File: src/hw/iskx_regs.vh
// constants for the increment-and-skip execute block
`ifndef ISKX_REGS_VH
`define ISKX_REGS_VH
// opcode upper six bits
`define ISKX_OP_ZSKIP 6'h0F
`define ISKX_OP_NZSKIP 6'h12
// field positions inside the 16-bit instruction word
`define ISKX_OP_MSB 15
`define ISKX_OP_LSB 10
`define ISKX_D_BIT 9
`define ISKX_A_BIT 8
`define ISKX_F_MSB 7
// highest file address that uses indexed literal offset
`define ISKX_IDX_LIMIT 8'h5F
// access bank split: low part maps to bank 0, rest to bank 15
`define ISKX_ACC_HIBANK 4'hF
// reset values
`define ISKX_RST_BYTE 8'h00
`define ISKX_RST_ADDR 12'h000
`endif

File: src/hw/iskx_addr_res.v
// operand address resolution for the increment-and-skip block
`timescale 1ns/1ns
module iskx_addr_res
(
   input wire a_bit_in,
   input wire [7:0] f_addr_in,
   input wire [3:0] bank_pointer_in,
   input wire ext_set_en_in,
   input wire [7:0] index_base_in,
   output reg [11:0] addr_out,
   output reg indexed_out
);
`include "iskx_regs.vh"
   // ==========================================
   // address mux
   always @*
   begin
      indexed_out = 1'b0;
      if (a_bit_in)
         addr_out = {bank_pointer_in, f_addr_in};
      else if (ext_set_en_in && f_addr_in <= `ISKX_IDX_LIMIT)
      begin
         // only the low page of the index pointer is modelled
         addr_out = {4'h0, index_base_in + f_addr_in};
         indexed_out = 1'b1;
      end
      else if (f_addr_in[7])
         addr_out = {`ISKX_ACC_HIBANK, f_addr_in};
      else
         addr_out = {4'h0, f_addr_in};
   end
endmodule

File: src/hw/iskx_exec.v
// decode and execute for increment-and-skip-on-zero and -on-nonzero
// Function
// - pattern 0011 11 d a f decodes as zero-skip; increments f by one
// - d zero writes accumulator; d one writes file register back
// - zero-skip with zero result discards fetched next instruction as a nop
// - pattern 0100 10 d a f is nonzero-skip; skips when result nonzero
// - a clear uses access bank; a set uses bank_pointer for general_file_bank
// - extended set, a clear, f at most 5Fh uses indexed literal offset
`timescale 1ns/1ns
module iskx_exec
(
   input wire core_clk_in,
   input wire srst_in,
   input wire instr_valid_in,
   input wire [15:0] instr_in,
   input wire [3:0] bank_pointer_in,
   input wire ext_set_en_in,
   input wire [7:0] index_base_in,
   input wire [7:0] file_rdata_in,
   output reg [11:0] file_addr_out,
   output reg file_rd_out,
   output reg file_we_out,
   output reg [11:0] file_waddr_out,
   output reg [7:0] file_wdata_out,
   output reg acc_we_out,
   output reg [7:0] acc_wdata_out,
   output reg skip_out,
   output reg indexed_out,
   output reg busy_out
);
`include "iskx_regs.vh"
   // ==========================================
   // states
   localparam ST_IDLE = 2'h0;
   localparam ST_EXEC = 2'h1;
   localparam ST_KILL = 2'h2;
   reg [1:0] state;
   reg [1:0] next_state;
   reg is_nz;
   reg dest_file;
   wire [11:0] res_addr;
   wire res_idx;
   wire [7:0] sum;
   wire hit_z;
   wire hit_nz;
   // ==========================================
   // decode
   function is_op;
      input [15:0] w;
      input [5:0] op;
      begin
         is_op = (w[`ISKX_OP_MSB:`ISKX_OP_LSB] == op);
      end
   endfunction
   assign hit_z = instr_valid_in && is_op(instr_in, `ISKX_OP_ZSKIP);
   assign hit_nz = instr_valid_in && is_op(instr_in, `ISKX_OP_NZSKIP);
   assign sum = file_rdata_in + 8'h01;
   iskx_addr_res u_addr
   (
      .a_bit_in(instr_in[`ISKX_A_BIT]),
      .f_addr_in(instr_in[`ISKX_F_MSB:0]),
      .bank_pointer_in(bank_pointer_in),
      .ext_set_en_in(ext_set_en_in),
      .index_base_in(index_base_in),
      .addr_out(res_addr),
      .indexed_out(res_idx)
   );
   // ==========================================
   // sequencing
   always @*
   begin
      case (state)
         ST_IDLE: next_state = (hit_z || hit_nz) ? ST_EXEC : ST_IDLE;
         ST_EXEC:
         begin
            // skip decision
            if ((sum == `ISKX_RST_BYTE) != is_nz)
               next_state = ST_KILL;
            else
               next_state = ST_IDLE;
         end
         ST_KILL: next_state = ST_IDLE;
         default: next_state = ST_IDLE;
      endcase
   end
   always @(posedge core_clk_in)
   begin
      if (srst_in)
      begin
         state <= ST_IDLE;
         is_nz <= 1'b0;
         dest_file <= 1'b0;
         file_addr_out <= `ISKX_RST_ADDR;
         file_rd_out <= 1'b0;
         file_we_out <= 1'b0;
         file_waddr_out <= `ISKX_RST_ADDR;
         file_wdata_out <= `ISKX_RST_BYTE;
         acc_we_out <= 1'b0;
         acc_wdata_out <= `ISKX_RST_BYTE;
         skip_out <= 1'b0;
         indexed_out <= 1'b0;
         busy_out <= 1'b0;
      end
      else
      begin
         state <= next_state;
         file_rd_out <= 1'b0;
         file_we_out <= 1'b0;
         acc_we_out <= 1'b0;
         skip_out <= 1'b0;
         busy_out <= (next_state != ST_IDLE);
         if (state == ST_IDLE && (hit_z || hit_nz))
         begin
            // latch operand address; read data returns next cycle
            is_nz <= hit_nz;
            dest_file <= instr_in[`ISKX_D_BIT];
            file_addr_out <= res_addr;
            indexed_out <= res_idx;
            file_rd_out <= 1'b1;
         end
         if (state == ST_EXEC)
         begin
            if (dest_file)
            begin
               file_we_out <= 1'b1;
               file_waddr_out <= file_addr_out;
               file_wdata_out <= sum;
            end
            else
            begin
               acc_we_out <= 1'b1;
               acc_wdata_out <= sum;
            end
            // pulse tells fetch stage to replace the prefetched word by a nop
            skip_out <= (next_state == ST_KILL);
         end
      end
   end
endmodule

File: config.mk
export PLATFORM = sky130hd
export DESIGN_NAME = iskx_exec
export DESIGN_NICKNAME = d
export VERILOG_FILES = /design/src/hw/iskx_addr_res.v /design/src/hw/iskx_exec.v
export VERILOG_INCLUDE_DIRS = /design/src /design/src/hw
export SDC_FILE = /design/constraint.sdc
export NUM_CORES = 1
export LEC_CHECK = 0
export BUFFER_PORTS_ARGS = -buffer_cell sky130_fd_sc_hd__buf_4
export CAP_MARGIN = 25
export CORE_ASPECT_RATIO = 1.1
export CORE_MARGIN = 2
export CORE_UTILIZATION = 42
export DETAILED_ROUTE_END_ITERATION = 8
export PLACE_DENSITY = 0.72
export SYNTH_ARGS = -nofsm -noshare
export SYNTH_HDL_FRONTEND = slang
export SYNTH_SLANG_ARGS = --single-unit
export TNS_END_PERCENT = 100
File: constraint.sdc
create_clock -name core_clk_in -period 2.5 [get_ports core_clk_in]
set_clock_uncertainty 0.2 [all_clocks]
set_input_delay 0.125 -clock core_clk_in [delete_from_list [all_inputs] [get_ports core_clk_in]]
set_output_delay 0.125 -clock core_clk_in [all_outputs]
set_load 0.01 [all_outputs]
==> flow_metrics.tcl, run 1 <==
set metrics [dict create \
    status "finished clean" \
    sw_frac_of_total_pct 23.0 \
    synth_top_area_share_pct 43.2 \
    leakage_nw 1.37 \
    slew_viol_final 0 \
    synthFlopType "dfxtp_1" \
    dp_hpwl_um 4020 \
    critPathArrivalTime_ns 2.31 \
    die_h_um 81.1 \
    holdPathStages 3 \
    r2r-end "file_addr_out[10]" \
    worstPathCellList "buf_4, or4b_4, a2111o_1, a211oi_1, dlygate4sd3_1, nor3_1" \
    crit_path_end_kind "register" \
    setup_viol 0 \
    rsz0062_at_grt "false" \
    worstHoldStart "instr_in[1]" \
    insertion_delay_ns 0.29 \
    pwr-share-clk_pct 31.6 \
    wl_per_cell_um 12.2 \
    crit_slowest_cell "dlygate4sd3_1" \
    worstMarginPinSlew_ns 0.485 \
    regToRegSetupSlack_ns 0.30 \
    num-nets-final 409 \
    hold_end "file_addr_out[1]" \
    synthesis.area_sq_um 2270 \
    synth_cell_types 42 \
    async_flop_share_pct 0 \
    fp.dieW_um 74.1 \
    p_int_mw 1.11 \
    cts.sinks 49 \
    place_congestion 0.835 \
    nFillCells 486 \
    max_freq_mhz 427 \
    grtUsageTotal_pct 18.4 \
    htreeDepth 2 \
    worstSetupPathType "in2reg" \
    ios 86 \
    antenna_found_initial 0 \
    drt_iter0_markers 41 \
    syn_to_final_growth_pct 41.7 \
    timing.rr.start "file_rd_out" \
    num_antenna_cells 0 \
    seqCellArea_sq_um 981 \
    hold_violations 0 \
    slowest_delay_ns 0.59 \
    clk_pin_slew_ns 0.08 \
    powerDensity_nw_per_um2 448 \
    ff2ff_path_depth 4 \
    synth-seq-cells 49 \
    cts_tree "done" \
    setup_slack_ns 0.156 \
    min_path_type "in2reg" \
    drtAntennaViolNets 0 \
    grt_first_pass_wirelength_um 8580 \
    combPwrFrac_pct 14.0 \
    cts_buffers 5 \
    syn_area_per_cell_sq_um 8.73 \
    seqPwrFrac_pct 54.5 \
    vias_per_cell 4.99 \
    maxCapViolCount 0 \
    crit_buf_inv 2 \
    period_needed_ns 2.34 \
    relSlewSlack_pct 67.7 \
    placeableCoreArea_sq_um 5290 \
    drc 0 \
    synth_fp_nets 310 \
    synth_area_leaders "dfxtp_1 43%, a211oi_1 7.3%, nand2_1 6.4%, nor2_1 6.1%, ha_1 5.0%" \
    p_switching_mw 0.332 \
    grt_pass1_vias 1976 \
    vdd_drop_max_uv 233 \
    initial_utilization_pct 42.9 \
    clockRootBuffer "clkbuf_8" \
    postPlaceCellArea_sq_um 2960 \
    drive_above_1_share_pct 27.9 \
    fin_crit_sh_pct 93.8 \
    final_util_pct 60.8 \
    rows 28 \
    yosysWarnings 0 \
    totalWireLength_um 5290 \
    synth_edf_count 0 \
    overflow 0 \
    portBuffers 85 \
    startpoint_type "input port" \
    yosysTopAreaCell "dfxtp_1" \
    firstDrtPassIters 7 \
    vias 2166 \
    dp_slack_ns 0.337 \
    grt_start_max_net_pins 50 \
    fp.dieArea_sq_um 6010 \
    synth-seq-area-share_pct 43.2 \
    fin_area_sq_um 3220 \
    crit_required_ns 2.47 \
    cts_max_path_buffers 2 \
    synthCells 260 \
    path_delay_family "compound AO/OA/AOI/OAI gates" \
    multi_input_area_sq_um 1230 \
    path_max_fanout 15 \
    tns_ns 0 \
]
## routing by layer
metal / GRT usage [%] / wire length (um) / up-vias / part of all wire (%)
met4: 6.18 / 82 / 0 / 1.5
met2: 33.2 / 2720 / 64 / 51
li1: - / - / 1122 / -
met1: 20.9 / 2180 / 973 / 41
met3: 4.71 / 305 / 7 / 5.8
met5: 0 / 0 / - / 0
## power by group through the flow
stage	Sequential, mW	Combinational [mW]	Clock [mW]
2_1_floorplan	0.806	0.100	0
3_3_place_gp	0.805	0.181	0
3_5_place_dp	0.805	0.185	0
4_1_cts	0.786	0.201	0.475
5_1_grt	0.787	0.223	0.511
6_report	0.786	0.201	0.455
## through the flow
stage | power [mW] | hold slack, ns | instances
global route | 1.52 | 0.0267 | 434
finish | 1.44 | 0.00901 | 434
CTS | 1.46 | 0.00570 | 434
floorplan | 0.906 | 0.00855 | 260
global placement | 0.986 | 0.157 | 411
detailed placement | 0.990 | 0.165 | 411
## what timing repair did
item                                    CTS  global route
hold buffers                             16             0
buffers inserted                          0             0
gates resized for setup                   0             2
endpoints found under the setup margin    0             3
endpoints found under the hold margin    15             0
## cells in the final DEF, fill, tap and decap left out, types with 5 or more instances in the layout
cell type      netlist  layout
dlygate4sd3_1        0      16
nor2_1              37      37
ha_1                 9       9
nand2_1             39      39
a21oi_1             22      22
a211oi_1            22      22
mux2i_1              5       5
dfxtp_1             49      49
xnor2_1              8       8
clkbuf_8             0       6
a21o_1               5       5
buf_4                0      88
nor3_1               8       8
## worst max path at each step
stage | endpoint | start | cells after the start | slack (ns)
2_1_floorplan | busy_out | file_rdata_in[0] | 5 | 0.61
3_3_place_gp | busy_out | file_rdata_in[0] | 6 | 0.37
3_5_place_dp | busy_out | file_rdata_in[0] | 6 | 0.34
4_1_cts | busy_out | file_rdata_in[0] | 7 | 0.10
5_1_grt | file_addr_out[6] | instr_in[0] | 9 | 0.09
6_report | file_addr_out[10] | instr_in[10] | 6 | 0.16
## cell usage after synthesis, drive strengths merged (2+ instances only)
cell      n
a211oi   22
xor2      3
buf       4
xnor2     8
nor2     37
nor2b     2
o41ai     2
nor3      8
a21o      5
a21oi    22
and3      2
a31oi     2
a2111oi   2
mux2i     5
clkbuf    8
or3       2
ha        9
nor3b     2
o21ai     4
nand3b    2
dfxtp    49
nand3     4
nand2    39
## cell type report
class	instances	share of cell area (%)
clock buffers	7	2.68
inverters	1	0.117
multi-input cells	198	38.3
flip-flops and latches	49	30.5
well taps	75	2.92
repair buffers	104	25.5
## worst register-to-register path, cell delays in order, from the launching register on
cell	delay (ns)
dfxtp_1	0.37
a2111o_1	0.57
a211oi_1	0.30
dlygate4sd3_1	0.59
nor3_1	0.04
## logic make-up after synthesis
| group | count (synthesis) | share of synthesized area [%] |
|---|---|---|
| compound gates | 67 | 20.8 |
| simple gates | 104 | 20.4 |
| xor+xnor | 11 | 4.25 |
| buf+inv | 13 | 2.81 |
| fa+ha+maj | 10 | 5.84 |
| flops | 49 | 43.2 |
| mux | 6 | 2.70 |
## registers in the layout, summed over array words and instances, names as in the netlist, 8 cells and up
name,count
file_wdata_out,8
acc_wdata_out,8
file_addr_out,12
file_waddr_out,12
Note: power is estimated with default switching activity, not from simulation.
==> inputs of run 2 (changes only) <==
PLACE_DENSITY = 0.71   (was 0.72)
SYNTH_HIERARCHICAL = 1   (was default)
==> run 2 against run 1 <==
Synthesized area is 5.3% higher; cell area is 3.8% higher; register-to-register slack better by 0.11 ns; sequential share of layout area is 0.51 points lower; combinational power is 3% higher; critical path depth is 2 higher; clock power is 20% higher; core utilization is 0.67 points higher; setup slack better by 0.065 ns; maximum frequency is 2.9% higher; synthesized cell count is 6.9% higher; global-route usage is 0.16 points lower; largest cell class unchanged.
==> flow_metrics.tcl, run 2 <==
set metrics [dict create \
    setup_slack_ns 0.221 \
    slew_viol_final 0 \
    synthCells 278 \
    synthFlopType "dfxtp_1" \
    antenna_found_initial 0 \
    leakage_nw 1.40 \
    async_flop_share_pct 0 \
    powerDensity_nw_per_um2 467 \
    clk_pin_slew_ns 0.08 \
    overflow 0 \
    multi_input_area_sq_um 1300 \
    top_regs "file_addr_out: 12 flops, file_waddr_out: 12 flops" \
    num_antenna_cells 0 \
    synthTopCellsByCount "50 x dfxtp_1, 50 x nand2_1, 34 x nor2_1" \
    seqCellArea_sq_um 1000 \
    yosysWarnings 6 \
    stdcell_count 450 \
    synth-seq-cells 50 \
    drt_iter0_markers 44 \
    setup_viol 0 \
    maxCapViolCount 0 \
    syn_to_final_growth_pct 39.7 \
    worstMarginPinSlew_ns 0.508 \
    path_max_fanout 11 \
    cts.sinks 50 \
    synth_cell_types 44 \
    wl_per_cell_um 12.4 \
    crit_required_ns 2.53 \
    ios 86 \
    rows 28 \
    synth-seq-area-share_pct 41.9 \
    totalWireLength_um 5560 \
    portBuffers 85 \
    synth_top_area_share_pct 41.9 \
    die_h_um 83.1 \
    cts_max_path_buffers 2 \
    fp.dieW_um 75.9 \
    relSlewSlack_pct 66.1 \
    nFillCells 515 \
    drtAntennaViolNets 0 \
    postPlaceCellArea_sq_um 3090 \
    synthesis.area_sq_um 2390 \
    vdd_drop_max_uv 220 \
    fp.dieArea_sq_um 6310 \
    fin_area_sq_um 3340 \
    insertion_delay_ns 0.29 \
    worstSetupPathType "in2reg" \
    dp_cells 428 \
    drive_above_1_share_pct 27.2 \
    final_common_cell "buf_4" \
    hold_violations 0 \
    fin_crit_sh_pct 91.1 \
    grtUsageTotal_pct 18.3 \
    yosysTopAreaCell "dfxtp_1" \
    max_freq_mhz 439 \
    rsz0062_at_grt "false" \
    clockRootBuffer "clkbuf_8" \
    finalPower_mw 1.56 \
    layout_common_cells "87 x buf_4, 50 x nand2_1, 50 x dfxtp_1" \
    synth_edf_count 0 \
    vias 2211 \
    tns_ns 0 \
    crit_path_end_kind "register" \
    final_util_pct 61.5 \
    grt_start_max_net_pins 50 \
    grt_first_pass_wirelength_um 9600 \
    vias_per_cell 4.91 \
    place_congestion 0.862 \
    htreeDepth 2 \
    critPathArrivalTime_ns 2.31 \
    cts_setup_buffers 0 \
    min_path_type "in2reg" \
    dp_slack_ns 0.420 \
    cts_tree "done" \
    num-nets-final 423 \
    synth_area_leaders "dfxtp_1 42%, nand2_1 7.9%, mux2i_1 5.9%, nor2_1 5.3%, a211oi_1 4.7%" \
    placeableCoreArea_sq_um 5430 \
    drc 0 \
    dp_hpwl_um 4070 \
    hold_ws_ns 0.00434 \
    syn_area_per_cell_sq_um 8.60 \
    synth_fp_nets 327 \
    cts_buffers 5 \
    initial_utilization_pct 44.0 \
    status "finished clean" \
    period_needed_ns 2.28 \
    startpoint_type "input port" \
    firstDrtPassIters 4 \
    grt_pass1_vias 2110 \
]
==> run 2: cell types whose count changed in the layout (fill, tap and decap cells not counted), moves of 4 or more <==
cell      delta
o21ai_0      +6
a21oi_1      -4
inv_1        +5
xnor2_1      -4
nor2b_1      +4
a211oi_1     -7
nor3_1       -4
nand2_1     +11
mux2i_1      +9
==> run 2: layout make-up <==
cell class | instances | area share, %
multi-input combinational | 209 | 39.0
sequential | 50 | 30.0
timing repair buffer | 102 | 24.4
tap | 75 | 2.81
clock buffer | 7 | 2.29
clock inverter | 1 | 0.900
inverter | 6 | 0.675
==> run 2: metal layers <==
metal | up-vias | part of all wire [%] | GRT usage [%]
met2 | 58 | 48 | 31.8
met4 | 0 | 1.0 | 4.46
li1 | 1159 | - | -
met1 | 988 | 46 | 22.2
met5 | - | 0 | 0
met3 | 6 | 5.0 | 5.33
==> run 2: timing repair <==
item	4_1_cts	5_1_grt
resized for setup	0	0
endpoints found under the hold margin	15	0
hold buffers	14	0
==> run 2: logic make-up after synthesis <==
group,count (synthesis),share of synthesized area [%]
compound gates,59,16.4
buf+inv,19,3.66
flops,50,41.9
simple gates,115,22.6
fa+ha+maj,9,5.03
mux,16,6.81
xor+xnor,10,3.66
==> run 2: worst max-delay path, stage by stage <==
cell and delay, ns:
dlygate4sd3_1 0.53, buf_4 0.14, or3b_4 0.41, a21o_1 0.28
or4_1 0.55, nand4b_1 0.12, mux2i_1 0.08, nor2_1 0.09
==> run 2: worst paths after layout <==
check,startpoint,end,slack (ns),cells after the start
worst max register to register,state[1],is_nz,0.41,6
worst min-delay path,instr_in[0],file_addr_out[0],0.004,5
worst max-delay path,instr_in[7],file_addr_out[7],0.22,8
worst min register to register,file_waddr_out[9],file_waddr_out[9],0.26,2
==> run 2: report_power, final <==
group	internal [mW]	leakage [nW]	switching (mW)
clock	0.300	0.0524	0.249
combinational	0.108	0.945	0.101
sequential	0.799	0.403	0.00245
==> inputs of run 3 (changes only) <==
CORE_MARGIN = 8   (was 2)
==> run 3 against run 2 <==
Sequential power is essentially flat; flip-flop and latch count is the same; via count grew 2.1%; sequential share of layout area shrank 0.078 points; clock power shrank 6.9%; cell area grew 0.26%; setup slack lost 0.017 ns; wire length grew 10%; critical path depth grew 3; final cell count grew 0.89%; clock-buffer cell count is the same; critical path type unchanged; largest cell class unchanged.
==> flow_metrics.tcl, run 3 (same netlist as run 2, synthesis figures left out) <==
set metrics [dict create \
    placeableCoreArea_sq_um 5620 \
    seqPwrFrac_pct 52.6 \
    fin_crit_sh_pct 91.8 \
    crit_required_ns 2.47 \
    final_common_cell "buf_4" \
    fp.dieArea_sq_um 8360 \
    period_needed_ns 2.30 \
    dp_cells 430 \
    top_regs "file_addr_out: 12 flops, file_waddr_out: 12 flops" \
    powerDensity_nw_per_um2 455 \
    ios 86 \
    cts.sinks 50 \
    cts_max_path_buffers 2 \
    num-nets-final 425 \
    status "finished clean" \
    cts_resized 0 \
    maxCapViolCount 0 \
    min_path_type "in2reg" \
    insertion_delay_ns 0.29 \
    tns_ns 0 \
    layout_common_cells "88 x buf_4, 50 x nand2_1, 50 x dfxtp_1" \
    antenna_found_initial 0 \
    vias_per_cell 4.97 \
    overflow 0 \
    leakage_nw 1.41 \
    initial_utilization_pct 42.5 \
    sw_frac_of_total_pct 23.7 \
    p_switching_mw 0.361 \
    dp_slack_ns 0.424 \
    hold_violations 0 \
    path_max_fanout 3 \
    final_util_pct 59.5 \
    die_h_um 95.1 \
    grt_first_pass_wirelength_um 10100 \
    num_antenna_cells 0 \
    p_int_mw 1.16 \
    rows 29 \
    vias 2258 \
    portBuffers 85 \
    critPathArrivalTime_ns 2.27 \
    firstDrtPassIters 4 \
    clockRootBuffer "clkbuf_8" \
    cts_setup_buffers 0 \
    grtUsageTotal_pct 14.8 \
    vdd_drop_max_uv 245 \
    relSlewSlack_pct 66.1 \
    cts_tree "done" \
    htreeDepth 2 \
    worstSetupPathType "in2reg" \
    grt_start_max_net_pins 50 \
    drtAntennaViolNets 0 \
    startpoint_type "input port" \
    cts_hold_buffers 16 \
    worstMarginPinSlew_ns 0.509 \
    pwr-share-clk_pct 33.5 \
    combPwrFrac_pct 13.9 \
    wl_per_cell_um 13.5 \
    fp.dieW_um 87.9 \
    place_congestion 0.774 \
    drive_above_1_share_pct 27.6 \
    crit_path_end_kind "register" \
    stdcell_count 454 \
    rsz0062_at_grt "false" \
    clk_pin_slew_ns 0.09 \
    syn_to_final_growth_pct 40.1 \
    setup_viol 0 \
    drc 0 \
    grt_pass1_vias 2248 \
    drt_iter0_markers 54 \
    max_freq_mhz 436 \
    dp_hpwl_um 4520 \
    cts_buffers 5 \
    setup_slack_ns 0.205 \
    slew_viol_final 0 \
    totalWireLength_um 6130 \
]
==> run 3: final cells by class <==
cell class	instances	area [sq um]
tap	77	96.3
inverter	6	22.5
timing repair buffer	104	821
clock buffer	7	96.3
clock inverter	1	8.76
fill	514	2280
sequential	50	1000
multi-input combinational	209	1300
==> run 3: path summary, 6_finish.rpt <==
path	from	end	slack (ns)	cells after the start
worst max-delay path	instr_in[0]	file_addr_out[6]	0.20	11
worst min-delay path	instr_in[8]	file_addr_out[9]	0.01	5
worst max register to register	state[1]	is_nz	0.40	6
worst min register to register	file_waddr_out[0]	file_waddr_out[0]	0.26	2
==> run 3: critical path, stage by stage <==
cell,delay [ns]
dlygate4sd3_1,0.52
buf_4,0.11
ha_1,0.19
inv_1,0.07
fa_1,0.40
nor2b_1,0.17
o2111ai_1,0.16
a41oi_1,0.25
o31ai_1,0.10
mux2i_1,0.13
nor2_1,0.05
==> run 3: routing by layer <==
layer,GRT usage [%],vias to the layer above,share of wire [%]
met5,0,-,0
met4,3.44,0,0.72
met3,3.62,4,6.1
met2,26.9,74,48
met1,16.9,1016,45
li1,-,1164,-
==> run 3: power by group through the flow <==
stage                     logic [mW]  registers [mW]  clock network, mW
after detailed placement       0.192           0.820                  0
after floorplan                0.104           0.821                  0
after global routing           0.234           0.802              0.558
after CTS                      0.212           0.801              0.525
after global placement         0.189           0.820                  0
final                          0.212           0.801              0.510
==> run 3: metrics by stage <==
stage	area [sq um]	total power, mW	hold slack, ns
floorplan	2390	0.925	0.00783
global placement	3080	1.01	0.171
detailed placement	3080	1.01	0.172
CTS	3350	1.54	0.00976
global route	3350	1.59	0.0571
finish	3350	1.52	0.0120
